==> src/hw/gdp_map.svh <==
// register map, field layout, reset values and spi framing of the pin block
`ifndef GDP_MAP_SVH
`define GDP_MAP_SVH

// ----------------------------------------------------------------------------
// register indices and byte addresses
// ----------------------------------------------------------------------------
`define GDP_IDX_FUNC_EN    4'hc
`define GDP_IDX_DIR        4'hd
`define GDP_IDX_LEVEL      4'he
`define GDP_ADDR_FUNC_EN   12'h030
`define GDP_ADDR_DIR       12'h034
`define GDP_ADDR_LEVEL     12'h038

// ----------------------------------------------------------------------------
// reset values and field layout
// ----------------------------------------------------------------------------
`define GDP_RST_FUNC_EN    8'h00
`define GDP_RST_DIR        8'h00
`define GDP_RST_LEVEL      8'h00
`define GDP_PINS           8
`define GDP_DIR_INPUT      1'b1
`define GDP_CMD_WR_BIT     7
`define GDP_CMD_IDX_MSB    3

// ----------------------------------------------------------------------------
// serial framing
// ----------------------------------------------------------------------------
`define GDP_BIT_LAST       3'h7

`endif

==> src/hw/gdp_pkg.sv <==
// types shared by the pin block modules
package gdp_pkg;

  typedef enum logic [1:0] {
    SP_CMD,
    SP_DATA,
    SP_DONE
  } gdp_spi_e;

  typedef logic [7:0] gdp_byte_t;

endpackage

==> src/hw/gdp_spi_slave.sv <==
// mode 1 serial byte shifter, serial pins sampled on the core clock
`timescale 1ns/100ps
`include "gdp_map.svh"
module gdp_spi_slave (
  input  wire logic            clk_i,
  input  wire logic            rst_n_i,
  input  wire logic            cs_n_i,
  input  wire logic            sclk_i,
  input  wire logic            mosi_i,
  input  wire gdp_pkg::gdp_byte_t tx_byte_i,
  input  wire logic            tx_load_i,
  output gdp_pkg::gdp_byte_t   rx_byte_o,
  output logic                 rx_valid_o,
  output logic                 miso_o
);

  typedef struct packed {
    logic               sclk_d;
    logic [2:0]         bit_cnt;
    gdp_pkg::gdp_byte_t rx_sh;
    gdp_pkg::gdp_byte_t tx_sh;
    logic               miso;
    logic               rx_valid;
  } gdp_spi_s;

  gdp_spi_s st_reg;
  gdp_spi_s st_next;
  logic     rise;
  logic     fall;

  assign rise = sclk_i & ~st_reg.sclk_d;
  assign fall = ~sclk_i & st_reg.sclk_d;

  always_comb
  begin
    st_next          = st_reg;
    st_next.sclk_d   = sclk_i;
    st_next.rx_valid = 1'b0;
    if (cs_n_i)
    begin
      // frame ends: realign to byte start
      st_next.bit_cnt = 3'h0;
      st_next.miso    = 1'b0;
    end
    else
    begin
      if (rise)
      begin
        st_next.miso  = st_reg.tx_sh[7];
        st_next.tx_sh = {st_reg.tx_sh[6:0], 1'b0};
      end
      if (fall)
      begin
        st_next.rx_sh   = {st_reg.rx_sh[6:0], mosi_i};
        st_next.bit_cnt = st_reg.bit_cnt + 3'h1;
        if (st_reg.bit_cnt == `GDP_BIT_LAST)
          st_next.rx_valid = 1'b1;
      end
    end
    if (tx_load_i)
      st_next.tx_sh = tx_byte_i;
  end

  always_ff @(posedge clk_i)
  begin
    if (!rst_n_i)
      st_reg <= '0;
    else
      st_reg <= st_next;
  end

  assign rx_byte_o  = st_reg.rx_sh;
  assign rx_valid_o = st_reg.rx_valid;
  assign miso_o     = st_reg.miso;
endmodule

==> src/hw/gdp_sync2.sv <==
// two flip-flop level synchroniser
`timescale 1ns/100ps
module gdp_sync2 #(
  parameter int W = 8
) (
  input  wire logic         clk_i,
  input  wire logic         rst_n_i,
  input  wire logic [W-1:0] d_i,
  output logic      [W-1:0] q_o
);

  typedef struct packed {
    logic [W-1:0] meta;
    logic [W-1:0] sync;
  } gdp_sync_s;

  gdp_sync_s st_reg;
  gdp_sync_s st_next;

  // first stage feeds only the second stage
  always_comb
  begin
    st_next.meta = d_i;
    st_next.sync = st_reg.meta;
  end

  always_ff @(posedge clk_i)
  begin
    if (!rst_n_i)
      st_reg <= '0;
    else
      st_reg <= st_next;
  end

  assign q_o = st_reg.sync;

endmodule

==> src/hw/gdp_top.sv <==
// shared pin level port: apb slave, mode 1 serial access, pin drivers
//
// The APB interface to the registers is this design's own decision.
`timescale 1ns/100ps
`include "gdp_map.svh"
module gdp_top (
  input  wire logic        CORE_CLK_I,
  input  wire logic        RESET_N_I,
  input  wire logic        PSEL_I,
  input  wire logic        PENABLE_I,
  input  wire logic        PWRITE_I,
  input  wire logic [11:0] PADDR_I,
  input  wire logic [31:0] PWDATA_I,
  output logic      [31:0] PRDATA_O,
  output logic             PREADY_O,
  output logic             PSLVERR_O,
  input  wire logic        SPI_CS_N_I,
  input  wire logic        SPI_SCLK_I,
  input  wire logic        SPI_MOSI_I,
  output logic             SPI_MISO_O,
  output logic             SPI_MISO_OE_O,
  input  wire logic [7:0]  PIN_I,
  output logic      [7:0]  PIN_O,
  output logic      [7:0]  PIN_OE_O
);

  // --------------------------------------------------------------------------
  // state
  // --------------------------------------------------------------------------
  typedef struct packed {
    gdp_pkg::gdp_byte_t pin_function_enable_bits;
    gdp_pkg::gdp_byte_t pin_direction_bits;
    gdp_pkg::gdp_byte_t pin_level_bits;
    logic [31:0]        prdata;
    logic               pready;
    logic               pslverr;
    gdp_pkg::gdp_spi_e  spi_st;
    logic               spi_wr;
    logic [3:0]         spi_idx;
    logic               miso_oe;
    gdp_pkg::gdp_byte_t pin_out;
    gdp_pkg::gdp_byte_t pin_oe;
  } gdp_top_s;

  gdp_top_s           st_reg;
  gdp_top_s           st_next;
  gdp_pkg::gdp_byte_t pin_sync;
  gdp_pkg::gdp_byte_t rx_byte;
  logic               rx_valid;
  logic               spi_miso;
  gdp_pkg::gdp_byte_t tx_byte;
  logic               tx_load;
  logic               apb_setup;
  logic               apb_done;

  // --------------------------------------------------------------------------
  // submodules
  // --------------------------------------------------------------------------
  gdp_sync2 #(
    .W (`GDP_PINS)
  ) u_pin_sync (
    .clk_i   (CORE_CLK_I),
    .rst_n_i (RESET_N_I),
    .d_i     (PIN_I),
    .q_o     (pin_sync)
  );

  gdp_spi_slave u_spi (
    .clk_i      (CORE_CLK_I),
    .rst_n_i    (RESET_N_I),
    .cs_n_i     (SPI_CS_N_I),
    .sclk_i     (SPI_SCLK_I),
    .mosi_i     (SPI_MOSI_I),
    .tx_byte_i  (tx_byte),
    .tx_load_i  (tx_load),
    .rx_byte_o  (rx_byte),
    .rx_valid_o (rx_valid),
    .miso_o     (spi_miso)
  );

  // --------------------------------------------------------------------------
  // read value of a register index
  // --------------------------------------------------------------------------
  function automatic gdp_pkg::gdp_byte_t read_idx(
    input logic [3:0]         idx,
    input gdp_top_s           s,
    input gdp_pkg::gdp_byte_t pins
  );
    gdp_pkg::gdp_byte_t live_in;
    live_in = s.pin_function_enable_bits & s.pin_direction_bits;
    case (idx)
      `GDP_IDX_FUNC_EN: read_idx = s.pin_function_enable_bits;
      `GDP_IDX_DIR:     read_idx = s.pin_direction_bits;
      // outputs read the stored bit, enabled inputs the pin
      `GDP_IDX_LEVEL:   read_idx = (s.pin_level_bits & ~live_in)
                                 | (pins & live_in);
      default:          read_idx = 8'h00;
    endcase
  endfunction

  function automatic logic [3:0] apb_idx(input logic [11:0] addr);
    case (addr)
      `GDP_ADDR_FUNC_EN: apb_idx = `GDP_IDX_FUNC_EN;
      `GDP_ADDR_DIR:     apb_idx = `GDP_IDX_DIR;
      `GDP_ADDR_LEVEL:   apb_idx = `GDP_IDX_LEVEL;
      default:           apb_idx = 4'h0;
    endcase
  endfunction

  assign apb_setup = PSEL_I & ~PENABLE_I;
  assign apb_done  = PSEL_I & PENABLE_I & st_reg.pready;
  assign tx_load   = rx_valid & (st_reg.spi_st == gdp_pkg::SP_CMD);
  assign tx_byte   = read_idx(rx_byte[`GDP_CMD_IDX_MSB:0], st_reg, pin_sync);

  // --------------------------------------------------------------------------
  // next state
  // --------------------------------------------------------------------------
  always_comb
  begin
    logic [3:0]         widx;
    gdp_pkg::gdp_byte_t wdat;
    logic               wen;
    widx    = 4'h0;
    wdat    = 8'h00;
    wen     = 1'b0;
    st_next = st_reg;

    // apb: answer prepared in setup, ready in first access cycle
    st_next.pready = apb_setup;
    if (apb_setup)
    begin
      st_next.pslverr = (apb_idx(PADDR_I) == 4'h0);
      st_next.prdata  = {24'h000000,
                         read_idx(apb_idx(PADDR_I), st_reg, pin_sync)};
    end
    else if (apb_done)
    begin
      st_next.pslverr = 1'b0;
      st_next.prdata  = 32'h00000000;
    end

    // serial: command byte, then one data byte per frame
    case (st_reg.spi_st)
      gdp_pkg::SP_CMD:
      begin
        if (rx_valid)
        begin
          st_next.spi_wr  = rx_byte[`GDP_CMD_WR_BIT];
          st_next.spi_idx = rx_byte[`GDP_CMD_IDX_MSB:0];
          st_next.spi_st  = gdp_pkg::SP_DATA;
        end
      end
      gdp_pkg::SP_DATA:
      begin
        if (rx_valid)
          st_next.spi_st = gdp_pkg::SP_DONE;
      end
      gdp_pkg::SP_DONE:
        st_next.spi_st = gdp_pkg::SP_DONE;
      default:
        st_next.spi_st = gdp_pkg::SP_CMD;
    endcase
    if (SPI_CS_N_I)
      st_next.spi_st = gdp_pkg::SP_CMD;
    st_next.miso_oe = ~SPI_CS_N_I;

    // register writes; apb wins over a serial write in the same cycle
    if (rx_valid && st_reg.spi_st == gdp_pkg::SP_DATA && st_reg.spi_wr)
    begin
      wen  = 1'b1;
      widx = st_reg.spi_idx;
      wdat = rx_byte;
    end
    if (apb_done && PWRITE_I && !st_reg.pslverr)
    begin
      wen  = 1'b1;
      widx = apb_idx(PADDR_I);
      wdat = PWDATA_I[7:0];
    end
    if (wen)
    begin
      case (widx)
        `GDP_IDX_FUNC_EN: st_next.pin_function_enable_bits = wdat;
        `GDP_IDX_DIR:     st_next.pin_direction_bits = wdat;
        `GDP_IDX_LEVEL:   st_next.pin_level_bits = wdat;
        default:          st_next.pin_level_bits = st_reg.pin_level_bits;
      endcase
    end

    // drive only enabled output pins; inputs just store
    st_next.pin_out = st_next.pin_level_bits;
    st_next.pin_oe  = st_next.pin_function_enable_bits
                    & ~st_next.pin_direction_bits;
  end

  always_ff @(posedge CORE_CLK_I)
  begin
    if (!RESET_N_I)
    begin
      st_reg                          <= '0;
      st_reg.pin_function_enable_bits <= `GDP_RST_FUNC_EN;
      st_reg.pin_direction_bits       <= `GDP_RST_DIR;
      st_reg.pin_level_bits           <= `GDP_RST_LEVEL;
      st_reg.spi_st                   <= gdp_pkg::SP_CMD;
    end
    else
      st_reg <= st_next;
  end

  // --------------------------------------------------------------------------
  // outputs
  // --------------------------------------------------------------------------
  assign PRDATA_O      = st_reg.prdata;
  assign PREADY_O      = st_reg.pready;
  assign PSLVERR_O     = st_reg.pslverr;
  assign SPI_MISO_O    = spi_miso;
  assign SPI_MISO_OE_O = st_reg.miso_oe;
  assign PIN_O         = st_reg.pin_out;
  assign PIN_OE_O      = st_reg.pin_oe;

  logic rd_level;
  assign rd_level = PSEL_I & PENABLE_I & PREADY_O & ~PWRITE_I
                  & (PADDR_I == `GDP_ADDR_LEVEL);
endmodule

==> config.mk <==
export PLATFORM = sky130hd
export DESIGN_NAME = gdp_top
export DESIGN_NICKNAME = d
export VERILOG_FILES = /design/src/hw/gdp_pkg.sv /design/src/hw/gdp_spi_slave.sv /design/src/hw/gdp_sync2.sv /design/src/hw/gdp_top.sv
export VERILOG_INCLUDE_DIRS = /design/src /design/src/hw
export SDC_FILE = /design/constraint.sdc
export NUM_CORES = 1
export LEC_CHECK = 0
export BUFFER_PORTS_ARGS = -buffer_cell sky130_fd_sc_hd__clkbuf_2
export CORE_MARGIN = 3
export CORE_UTILIZATION = 50
export DETAILED_ROUTE_END_ITERATION = 8
export PLACE_DENSITY_LB_ADDON = 0.08
export SLEW_MARGIN = 5
export SYNTH_ARGS = -nofsm -noshare
export SYNTH_HDL_FRONTEND = slang
export SYNTH_SLANG_ARGS = --single-unit
==> constraint.sdc <==
create_clock -name CORE_CLK_I -period 7.8 [get_ports CORE_CLK_I]
set_clock_uncertainty 0.2 [all_clocks]
set_input_delay 0.78 -clock CORE_CLK_I [delete_from_list [all_inputs] [get_ports CORE_CLK_I]]
set_output_delay 0.78 -clock CORE_CLK_I [all_outputs]
set_load 0.05 [all_outputs]
# Word level (Yosys, flattened, before mapping)
# Cells that the tools add are included.
classes:
  addsub: 1
  mul: 0
  shift: 0
  order_cmp: 0
  n_eq_ne: 18
  muxes: 25
  n_reduce_logical: 16
  bitwise_logic: 19
  n_div: 0
ops:
  columns: ["op", "n"]
  rows:
  - ["8-bit two-way mux", 9]
  - ["8-bit case mux with 3 select lines", 2]
  - ["12-bit by 6-bit == test with 1-bit output (second input constant)", 3]
  - ["4-bit == test (second input constant)", 9]
  - ["8-bit AND", 4]
  - ["24-bit two-way mux", 1]
  - ["8-bit inverter", 2]
  - ["4-bit two-way mux", 3]
  - ["4-bit case mux with 3 select lines", 1]
  - ["2-bit AND reduction", 5]
  - ["9-bit two-way mux", 1]
  - ["8-bit bitwise OR", 1]
  - ["7-bit two-way mux", 1]
  - ["1-bit AND", 6]
  - ["2-bit by 1-bit != test with 1-bit output (second input constant)", 3]
  - ["1-bit inverter", 6]
  - ["2-bit case mux with 3 select lines", 1]
  - ["1-bit two-way mux", 5]
  - ["1-bit logical AND", 4]
  - ["4-bit logical NOT", 1]
  - ["2-bit nonzero test", 2]
  - ["3-bit by 1-bit adder with 3-bit output (second input constant)", 1]
  - ["3-bit == test (second input constant)", 1]
  - ["3-bit OR reduction", 1]
  - ["other kinds (6)", 6]
totals:
  out_inout_bits: 52
  input_bits: 60
  wordCells: 98
  regBits: 88
  latchBits: 0
  mem_count: 0
  romBits: 0
  mem_bits_rw: 0

# Depth between registers and ports, before layout
# Gate-level depths: netlist (run 1).
depth:
  depth_word: 10
  mapped_depth: 10
  mapped_depth_nobuf: 7

# Modules after synthesis
# From an unflattened synthesis (run 1), not the netlist that was laid out.
hier_totals:
  hier_cells: 491
  hier_area_um2: 4453.0
modules_own_cells:
  columns: ["module", "area_per_inst_um2", "seq_area_each_um2", "instances", "cells_each"]
  rows:
  - ["gdp_top", 3047.9, 1001.0, 1, 366]
  - ["gdp_spi_slave", 958.4, 440.4, 1, 92]
  - ["gdp_sync2", 446.7, 320.3, 1, 33]

# Worst setup path before layout (run 1)
# Ideal clock, no wire load.
synth_timing:
  path_type: "input port to flip-flop"
  from: "input PADDR_I[9]"
  to: "register st_reg, in the netlist PIN_OE_O[6]"
  n_path_buf: 0
  arrival_time_ns: 2.909
  setup_ns: 0.134
  t_required_ns: 7.466
  setup_slack_ns: 4.556
  path_stages: 7
  path_cell_list: "nor4_4 -> nand4_1 -> ha_1 -> or3_4 -> o22a_4 -> and4_1 -> or4_1"
synth_between:
  elab_chain_cells: 8
  elab_cells_between_ends: 12
  classes_between: "eq/ne: 5; mux: 5; bitwise: 2"
synth_rtl:
  columns: ["item", "line_no", "text"]
  rows:
  - ["start, declared", "gdp_top.sv:12", "input wire logic [11:0] PADDR_I,"]
  - ["12-bit by 6-bit == test with 1-bit output", "gdp_top.sv:102", "case (addr)"]
  - ["4-bit case mux with 3 select lines (*)", "gdp_top.sv:102", null]
  - ["4-bit two-way mux (*)", "gdp_top.sv:174", "if (apb_done && PWRITE_I && !st_reg.pslverr)"]
  - ["4-bit == test", "gdp_top.sv:182", "case (widx)"]
  - ["8-bit two-way mux", "gdp_top.sv:182", null]
  - ["24-bit two-way mux (*)", "gdp_top.sv:180", "if (wen)"]
  - ["8-bit inverter", "gdp_top.sv:193", "& ~st_next.pin_direction_bits;"]
  - ["8-bit AND (*)", "gdp_top.sv:193", null]
  - ["end signal, assigned", "gdp_top.sv:207", "st_reg <= st_next;"]
  - ["end, declared", "gdp_top.sv:45", "gdp_top_s st_reg;"]
# Mark *: on every way between the ends. The rest lies on a longest branch, timed or not. The select of a mux whose other input is x is not followed.
# A chain may end at the register's enable or synchronous reset.

# Worst setup path after layout (run 1)
layout_timing:
  from: "input PADDR_I[9]"
  to: "register st_reg, in the netlist PIN_O[6]"
layout_between:
  elab_chain_cells: 5
  elab_cells_between_ends: 7
  classes_between: "eq/ne: 4; mux: 2; reduce/logical: 1"
layout_rtl:
  columns: ["item", "line_no"]
  rows:
  - ["12-bit by 6-bit == test with 1-bit output", "gdp_top.sv:102"]
  - ["4-bit case mux with 3 select lines (*)", "gdp_top.sv:102"]
  - ["4-bit two-way mux (*)", "gdp_top.sv:174"]
  - ["4-bit == test (*)", "gdp_top.sv:182"]
  - ["2-bit AND reduction (no line) (*)", null]
# Mark *: on every way between the ends. The rest lies on a longest branch, timed or not.

==> results.yml, run 1 <==
status:
  outcome: "complete, no violations"
sta:
  finalSetupViolCount: 0
  whs_ps: 238
  finalCriticalPeriod_ps: 3340
  hold_viol: 0
  slew_violations: 0
  tightestPinTransition_ps: 1130
  slew-limit-headroom_pct: 24.2
  fmax_ghz: 0.299
  finalSetupTns_ps: 0
  rsz0062_at_grt: "false"
  fin_crit_sh_pct: 42.8
yosys:
  synth_top_area_share_pct: 39.0
  syn_avg_cell_area_um2: 8.73
  ys_seq_elements: 88
  syn_inst: 517
  ys.flop_type: "dfxtp_1"
  synth_edf_count: 0
  synth.most_common_cell: "dfxtp_1"
  async_flop_share_pct: 0
  synth_cell_types: 52
  yosys_warnings: 0
  synthTopCellsByArea: "dfxtp_1 39%, buf_4 8.2%, a211oi_1 4.3%"
  synth_area_um2: 4510
  yosys.area.top_type: "dfxtp_1"
  seq_area_frac_synth_pct: 39.0
  netlist_top_cells_count: "88 x dfxtp_1, 51 x nand2_1, 49 x buf_4, 33 x o21ai_0, 30 x nor2_1"
routing:
  routedWlPerCell_um: 16.4
  drt_first_iter_violations: 262
  wirelength_um: 10700
  drc: 0
  ant_nets: 0
  viasPerCell: 5.69
  via_count: 3703
  dr.pass1.iters: 6
floorplan:
  io_pins: 112
  die_w_um: 101
  core_um2: 8760
  start_util_pct: 51.5
  die-area_um2: 10200
  rows: 34
  die_y_um: 101
cells_and_area:
  fillCellCount: 852
  n_antenna_cell: 0
  largest_reg_flops: 23
  multi_input_area_um2: 2320
  final_nets: 607
  area_delta_synth_final_pct: 6.57
  drive_above_1_share_pct: 20.1
  design_area_um2: 4810
  seqCellArea_um2: 1760
cts:
  clk_latency_ps: 370
  clockBufferDepth: 2
  postCtsResizedCells: 0
  cts.sinks: 88
  cts.reportedPaths.clkPinSlew_ps: 90
  cts_buffers: 9
  cts_tree: "done"
  post_cts_buffers: 0
  hold_buffers: 0
  cts_htree_levels: 3
  cts_root_buffer: "clkbuf_8"
global_route:
  grt_max_degree: 45
  grt_pass1_wl_um: 17100
  track_usage_pct: 21.3
  antenna_found_initial: 0
  globalRouteOverflowTotal: 0
  grt_pass1_vias: 3355
power:
  powerDensity_nw_per_um2: 186
  ir_drop_v: 0.000130
  finalPower_uw: 894
  p_leak_uw: 0.00182
worst_setup_path:
  arrival_ps: 3360
  reg2reg_from: "st_reg[22]"
  setup.worst_path.end: "PIN_O[6]"
  cp-startpoint: "PADDR_I[9]"
  reg2reg_depth: 6
  critPathKind: "in2reg"
  path_max_fanout: 9
  cp-start-kind: "input pin"
  worstSetupEndpointType: "flop"
  reg2reg_to: "PIN_OE_O[6]"
  reg2reg_slack_ps: 4830
  cp.required_ps: 7820
place:
  io_buffers: 63
  hpwl_um: 7820
  placed_area_um2: 4580
  gp_congestion: 0.876
worst_hold_path:
  hp-class: "reg2reg"
run:
  drv_cap: 0
## cell usage in the layout (no fill, tap or decap), types with 3 or more instances in the layout
| cell type | netlist | layout |
|---|---|---|
| ha_1 | 9 | 9 |
| nand2_1 | 51 | 51 |
| dfxtp_1 | 88 | 88 |
| inv_6 | 0 | 3 |
| a211oi_1 | 26 | 26 |
| a21bo_2 | 8 | 8 |
| buf_4 | 49 | 3 |
| a311oi_1 | 3 | 3 |
| a32oi_1 | 9 | 9 |
| nor2b_1 | 6 | 6 |
| and3_1 | 3 | 3 |
| conb_1 | 1 | 24 |
| nor2_1 | 30 | 30 |
| nand3_1 | 9 | 9 |
| a21oi_1 | 23 | 23 |
| a222oi_1 | 8 | 8 |
| mux2_2 | 9 | 9 |
| clkbuf_2 | 0 | 63 |
| mux2i_1 | 11 | 11 |
| nor3_1 | 11 | 11 |
| clkbuf_8 | 0 | 9 |
| nand4_1 | 16 | 16 |
| o21ai_0 | 33 | 33 |
| and2_1 | 27 | 27 |
| nand4b_1 | 6 | 6 |
| o211ai_1 | 14 | 14 |
| inv_1 | 6 | 6 |
## worst max-delay path: stages
cell and delay, ps:
clkbuf_2 100, nor4_4 350, nand4_1 280, ha_1 320, or3_4 400, nor2_1 610
or2_2 360, a311oi_1 150
## power breakdown
| group | total (µW) | switching (µW) | internal, µW |
|---|---|---|---|
| logic | 68.7 | 52.1 | 16.6 |
| registers | 463 | 5.63 | 457 |
| clock network | 362 | 176 | 186 |
| total | 894 | 234 | 660 |
## cells by family (layout without fill, tap and decap cells)
logic type               after synthesis  count (layout)  synth area share [%]
AO/OA/AOI/OAI                        132             132                  20.4
other                                  1              24                0.0831
adder cells (fa/ha/maj)                9               9                  2.50
AND/OR/NAND/NOR                      179             179                  21.6
multiplexers                          20              20                  4.69
XOR/XNOR                               1               1                 0.194
buffers and inverters                 87              90                  11.5
flip-flops                            88              88                  39.0
## worst min path at each step
stage | from | endpoint | slack (ps) | cells after the start
5_1_grt | u_pin_sync.st_next[2] | u_pin_sync.q_o[2] | 250 | 1
6_report | u_pin_sync.st_next[5] | u_pin_sync.q_o[5] | 240 | 1
4_1_cts | u_pin_sync.st_next[5] | u_pin_sync.q_o[5] | 240 | 1
2_1_floorplan | u_pin_sync.st_next[0] | u_pin_sync.q_o[0] | 210 | 1
3_3_place_gp | u_pin_sync.st_next[0] | u_pin_sync.q_o[0] | 220 | 1
3_5_place_dp | u_pin_sync.st_next[5] | u_pin_sync.q_o[5] | 220 | 1
## per-stage QoR
stage | instances | utilization (%) | setup slack [ps]
5_1_grt | 651 | 54.9 | 4360
2_1_floorplan | 540 | - | 4560
3_5_place_dp | 635 | 52.3 | 4090
4_1_cts | 651 | 54.9 | 4460
6_report | 651 | 54.9 | 4460
3_3_place_gp | 635 | 52.3 | 4090
## area by class of cell
type | count | share of cell area, %
Clock buffer | 10 | 2.65
Timing Repair Buffer | 66 | 7.02
Inverter | 8 | 0.624
Clock inverter | 6 | 2.03
Multi-Input combinational cell | 365 | 48.2
Sequential cell | 88 | 36.6
Tap cell | 108 | 2.81
## metal layers
metal | up-vias | wire length [µm] | GRT usage (%)
met1 | 1724 | 4950 | 29.5
met2 | 123 | 4870 | 33.4
met4 | 0 | 142 | 5.52
li1 | 1847 | - | -
met5 | - | 0 | 0
met3 | 9 | 685 | 5.05
No activity file was read; power rests on OpenSTA's default activity.
==> inputs of run 2 (changes only) <==
--- a/config.mk
+++ b/config.mk
@@ -6,6 +6,7 @@
 export SDC_FILE = /design/constraint.sdc
 export NUM_CORES = 1
 export LEC_CHECK = 0
+export ABC_AREA = 1
 export BUFFER_PORTS_ARGS = -buffer_cell sky130_fd_sc_hd__clkbuf_2
 export CORE_MARGIN = 3
 export CORE_UTILIZATION = 50
==> constraint.sdc (replaced) <==
create_clock -name CORE_CLK_I -period 3.3 [get_ports CORE_CLK_I]
set_clock_uncertainty 0.2 [all_clocks]
set_input_delay 0.33 -clock CORE_CLK_I [delete_from_list [all_inputs] [get_ports CORE_CLK_I]]
set_output_delay 0.33 -clock CORE_CLK_I [all_outputs]
set_load 0.05 [all_outputs]
==> run 2 against run 1 <==
Clock-buffer cell count is the same; global-route usage shrank 0.39 points; via count shrank 2.2%.
==> results.yml, run 2 <==
cts:
  cts_root_buffer: "clkbuf_8"
  cts_tree: "done"
  postCtsResizedCells: 0
  post_cts_buffers: 0
  cts_buffers: 9
  cts_htree_levels: 3
  cts.sinks: 88
  clk_latency_ps: 360
  cts.reportedPaths.clkPinSlew_ps: 90
  clockBufferDepth: 2
global_route:
  grt_pass1_vias: 3286
  grt_max_degree: 50
  globalRouteOverflowTotal: 0
  antenna_found_initial: 0
  grt_pass1_wl_um: 16100
  track_usage_pct: 20.9
floorplan:
  rows: 33
  io_pins: 112
  core_um2: 8300
  die_y_um: 99.1
  start_util_pct: 52.2
  die-area_um2: 9810
  die_w_um: 99.1
worst_setup_path:
  cp.required_ps: 3350
  arrival_ps: 2370
  critPathKind: "reg2reg"
  cp-start-kind: "flop"
  worstSetupEndpointType: "flop"
  path_max_fanout: 10
run:
  drv_cap: 0
yosys:
  yosys_warnings: 0
  synth_compound_area_share_pct: 17.4
  async_flop_share_pct: 0
  synthTopCellsByArea: "dfxtp_1 41%, nand2_1 9.8%, buf_4 8.8%"
  ys.flop_type: "dfxtp_1"
  synth_top_family_by_area: "simple AND/OR/NAND/NOR gates"
  syn_avg_cell_area_um2: 7.48
  seq_area_frac_synth_pct: 40.7
  ys_seq_elements: 88
  synthMuxAreaShare_pct: 0
  synth.most_common_cell: "nand2_1"
  synth-simple-area-share_pct: 22.3
  syn_inst: 579
  synth_area_um2: 4330
  synthAdderAreaFrac_pct: 2.60
  yosys.area_share.xor_xnor_pct: 0
  yosys.area.top_type: "dfxtp_1"
  netlist_top_cells_count: "113 x nand2_1, 88 x dfxtp_1, 78 x inv_1, 52 x o21ai_0, 51 x buf_4"
  synth_edf_count: 0
  synth_cell_types: 31
  synth_top_area_share_pct: 40.7
sta:
  finalSetupViolCount: 0
  fmax_ghz: 0.433
  hold_viol: 0
  fin_crit_sh_pct: 70.1
  tightestPinTransition_ps: 599
  finalCriticalPeriod_ps: 2310
  finalSetupTns_ps: 0
  rsz0062_at_grt: "false"
  slew-limit-headroom_pct: 60.1
  slew_violations: 0
routing:
  via_count: 3621
  drc: 0
  ant_nets: 0
  dr.pass1.iters: 5
  wirelength_um: 9990
  routedWlPerCell_um: 13.5
  viasPerCell: 4.91
  drt_first_iter_violations: 195
power:
  finalPower_uw: 1930
  powerDensity_nw_per_um2: 407
  p_leak_uw: 0.00228
  ir_drop_v: 0.000207
place:
  io_buffers: 63
  hpwl_um: 7010
  gp_congestion: 0.848
cells_and_area:
  n_antenna_cell: 0
  final_common_cell: "nand2_1"
  largest_reg_flops: 23
  area_delta_synth_final_pct: 9.45
  layout_common_cells: "113 x nand2_1, 88 x dfxtp_1, 78 x inv_1, 63 x clkbuf_2, 52 x o21ai_0"
  final_nets: 697
  drive_above_1_share_pct: 19.0
status:
  outcome: "complete, no violations"
worst_hold_path:
  hp-class: "in2reg"
[run 2: changes by cell type in the layout (fill, tap and decap cells not counted), sizes merged, moves of 11 or more]
| cell | delta |
|---|---|
| nand2 | +70 |
| nand4 | -16 |
| a21oi | +24 |
| nor2 | +19 |
| nand3 | +21 |
| inv | +71 |
| and2 | -28 |
| o21ai | +21 |
| mux2i | -11 |
| a211oi | -25 |
[run 2: path summary, 6_finish.rpt]
kind / startpoint / end / slack (ps) / depth (start not counted)
max: st_reg[23] / PIN_O[5] / 990 / 9
min: SPI_CS_N_I / SPI_MISO_OE_O / 40 / 2
max reg2reg: st_reg[23] / PIN_O[5] / 990 / 9
min reg2reg: u_pin_sync.st_next[7] / u_pin_sync.q_o[7] / 220 / 2
[run 2: repair_timing]
item / 4_1_cts / 5_1_grt
hold buffers: 9 / 0
endpoints found under the setup margin: 0 / 0
hold endpoints to repair: 9 / 0
[run 2: kinds of logic after synthesis]
group / Yosys count
other cells: 1
simple gates: 206
compound gates: 132
flops: 88
buf+inv: 143
fa+ha+maj: 9
[run 2: power by group]
| part | internal [µW] | switching [µW] | total, µW |
|---|---|---|---|
| clock | 276 | 396 | 672 |
| sequential | 1080 | 9.22 | 1090 |
| combinational | 41.0 | 124 | 165 |
[run 2: stage by stage]
stage / instance area, µm² / hold slack [ps] / setup slack, ps / util (%) / instances
2_1_floorplan: 4420 / 190 / 1190 / - / 602
3_3_place_gp: 4480 / 193 / 702 / 53.9 / 713
3_5_place_dp: 4480 / 195 / 689 / 53.9 / 713
4_1_cts: 4740 / 31.7 / 985 / 57.1 / 738
5_1_grt: 4740 / 48.4 / 823 / 57.1 / 738
6_report: 4740 / 38.7 / 988 / 57.1 / 738
[run 2: final cells by class]
type / instances / area, µm²
Sequential cell: 88 / 1760
Tap cell: 105 / 131
Timing Repair Buffer: 77 / 443
Clock buffer: 10 / 128
Inverter: 81 / 309
Multi-Input combinational cell: 371 / 1920
Fill cell: 844 / 3560
Clock inverter: 6 / 45.0
[run 2: critical path, cell delays in order (launching register included)]
cell,delay (ps)
dfxtp_1,320
inv_1,90
ha_1,180
nand3_2,140
nor2_4,270
nand3_2,140
a21oi_4,410
nand2_4,180
o21ai_0,210
nor2_1,60
[run 2: metal layers]
metal / vias up / GRT usage (%) / share of wire, %
met1: 1618 / 28.5 / 47
met3: 11 / 4.46 / 5.6
met2: 111 / 32.7 / 46
li1: 1881 / - / -
met5: - / 0 / 0
met4: 0 / 7.25 / 1.5
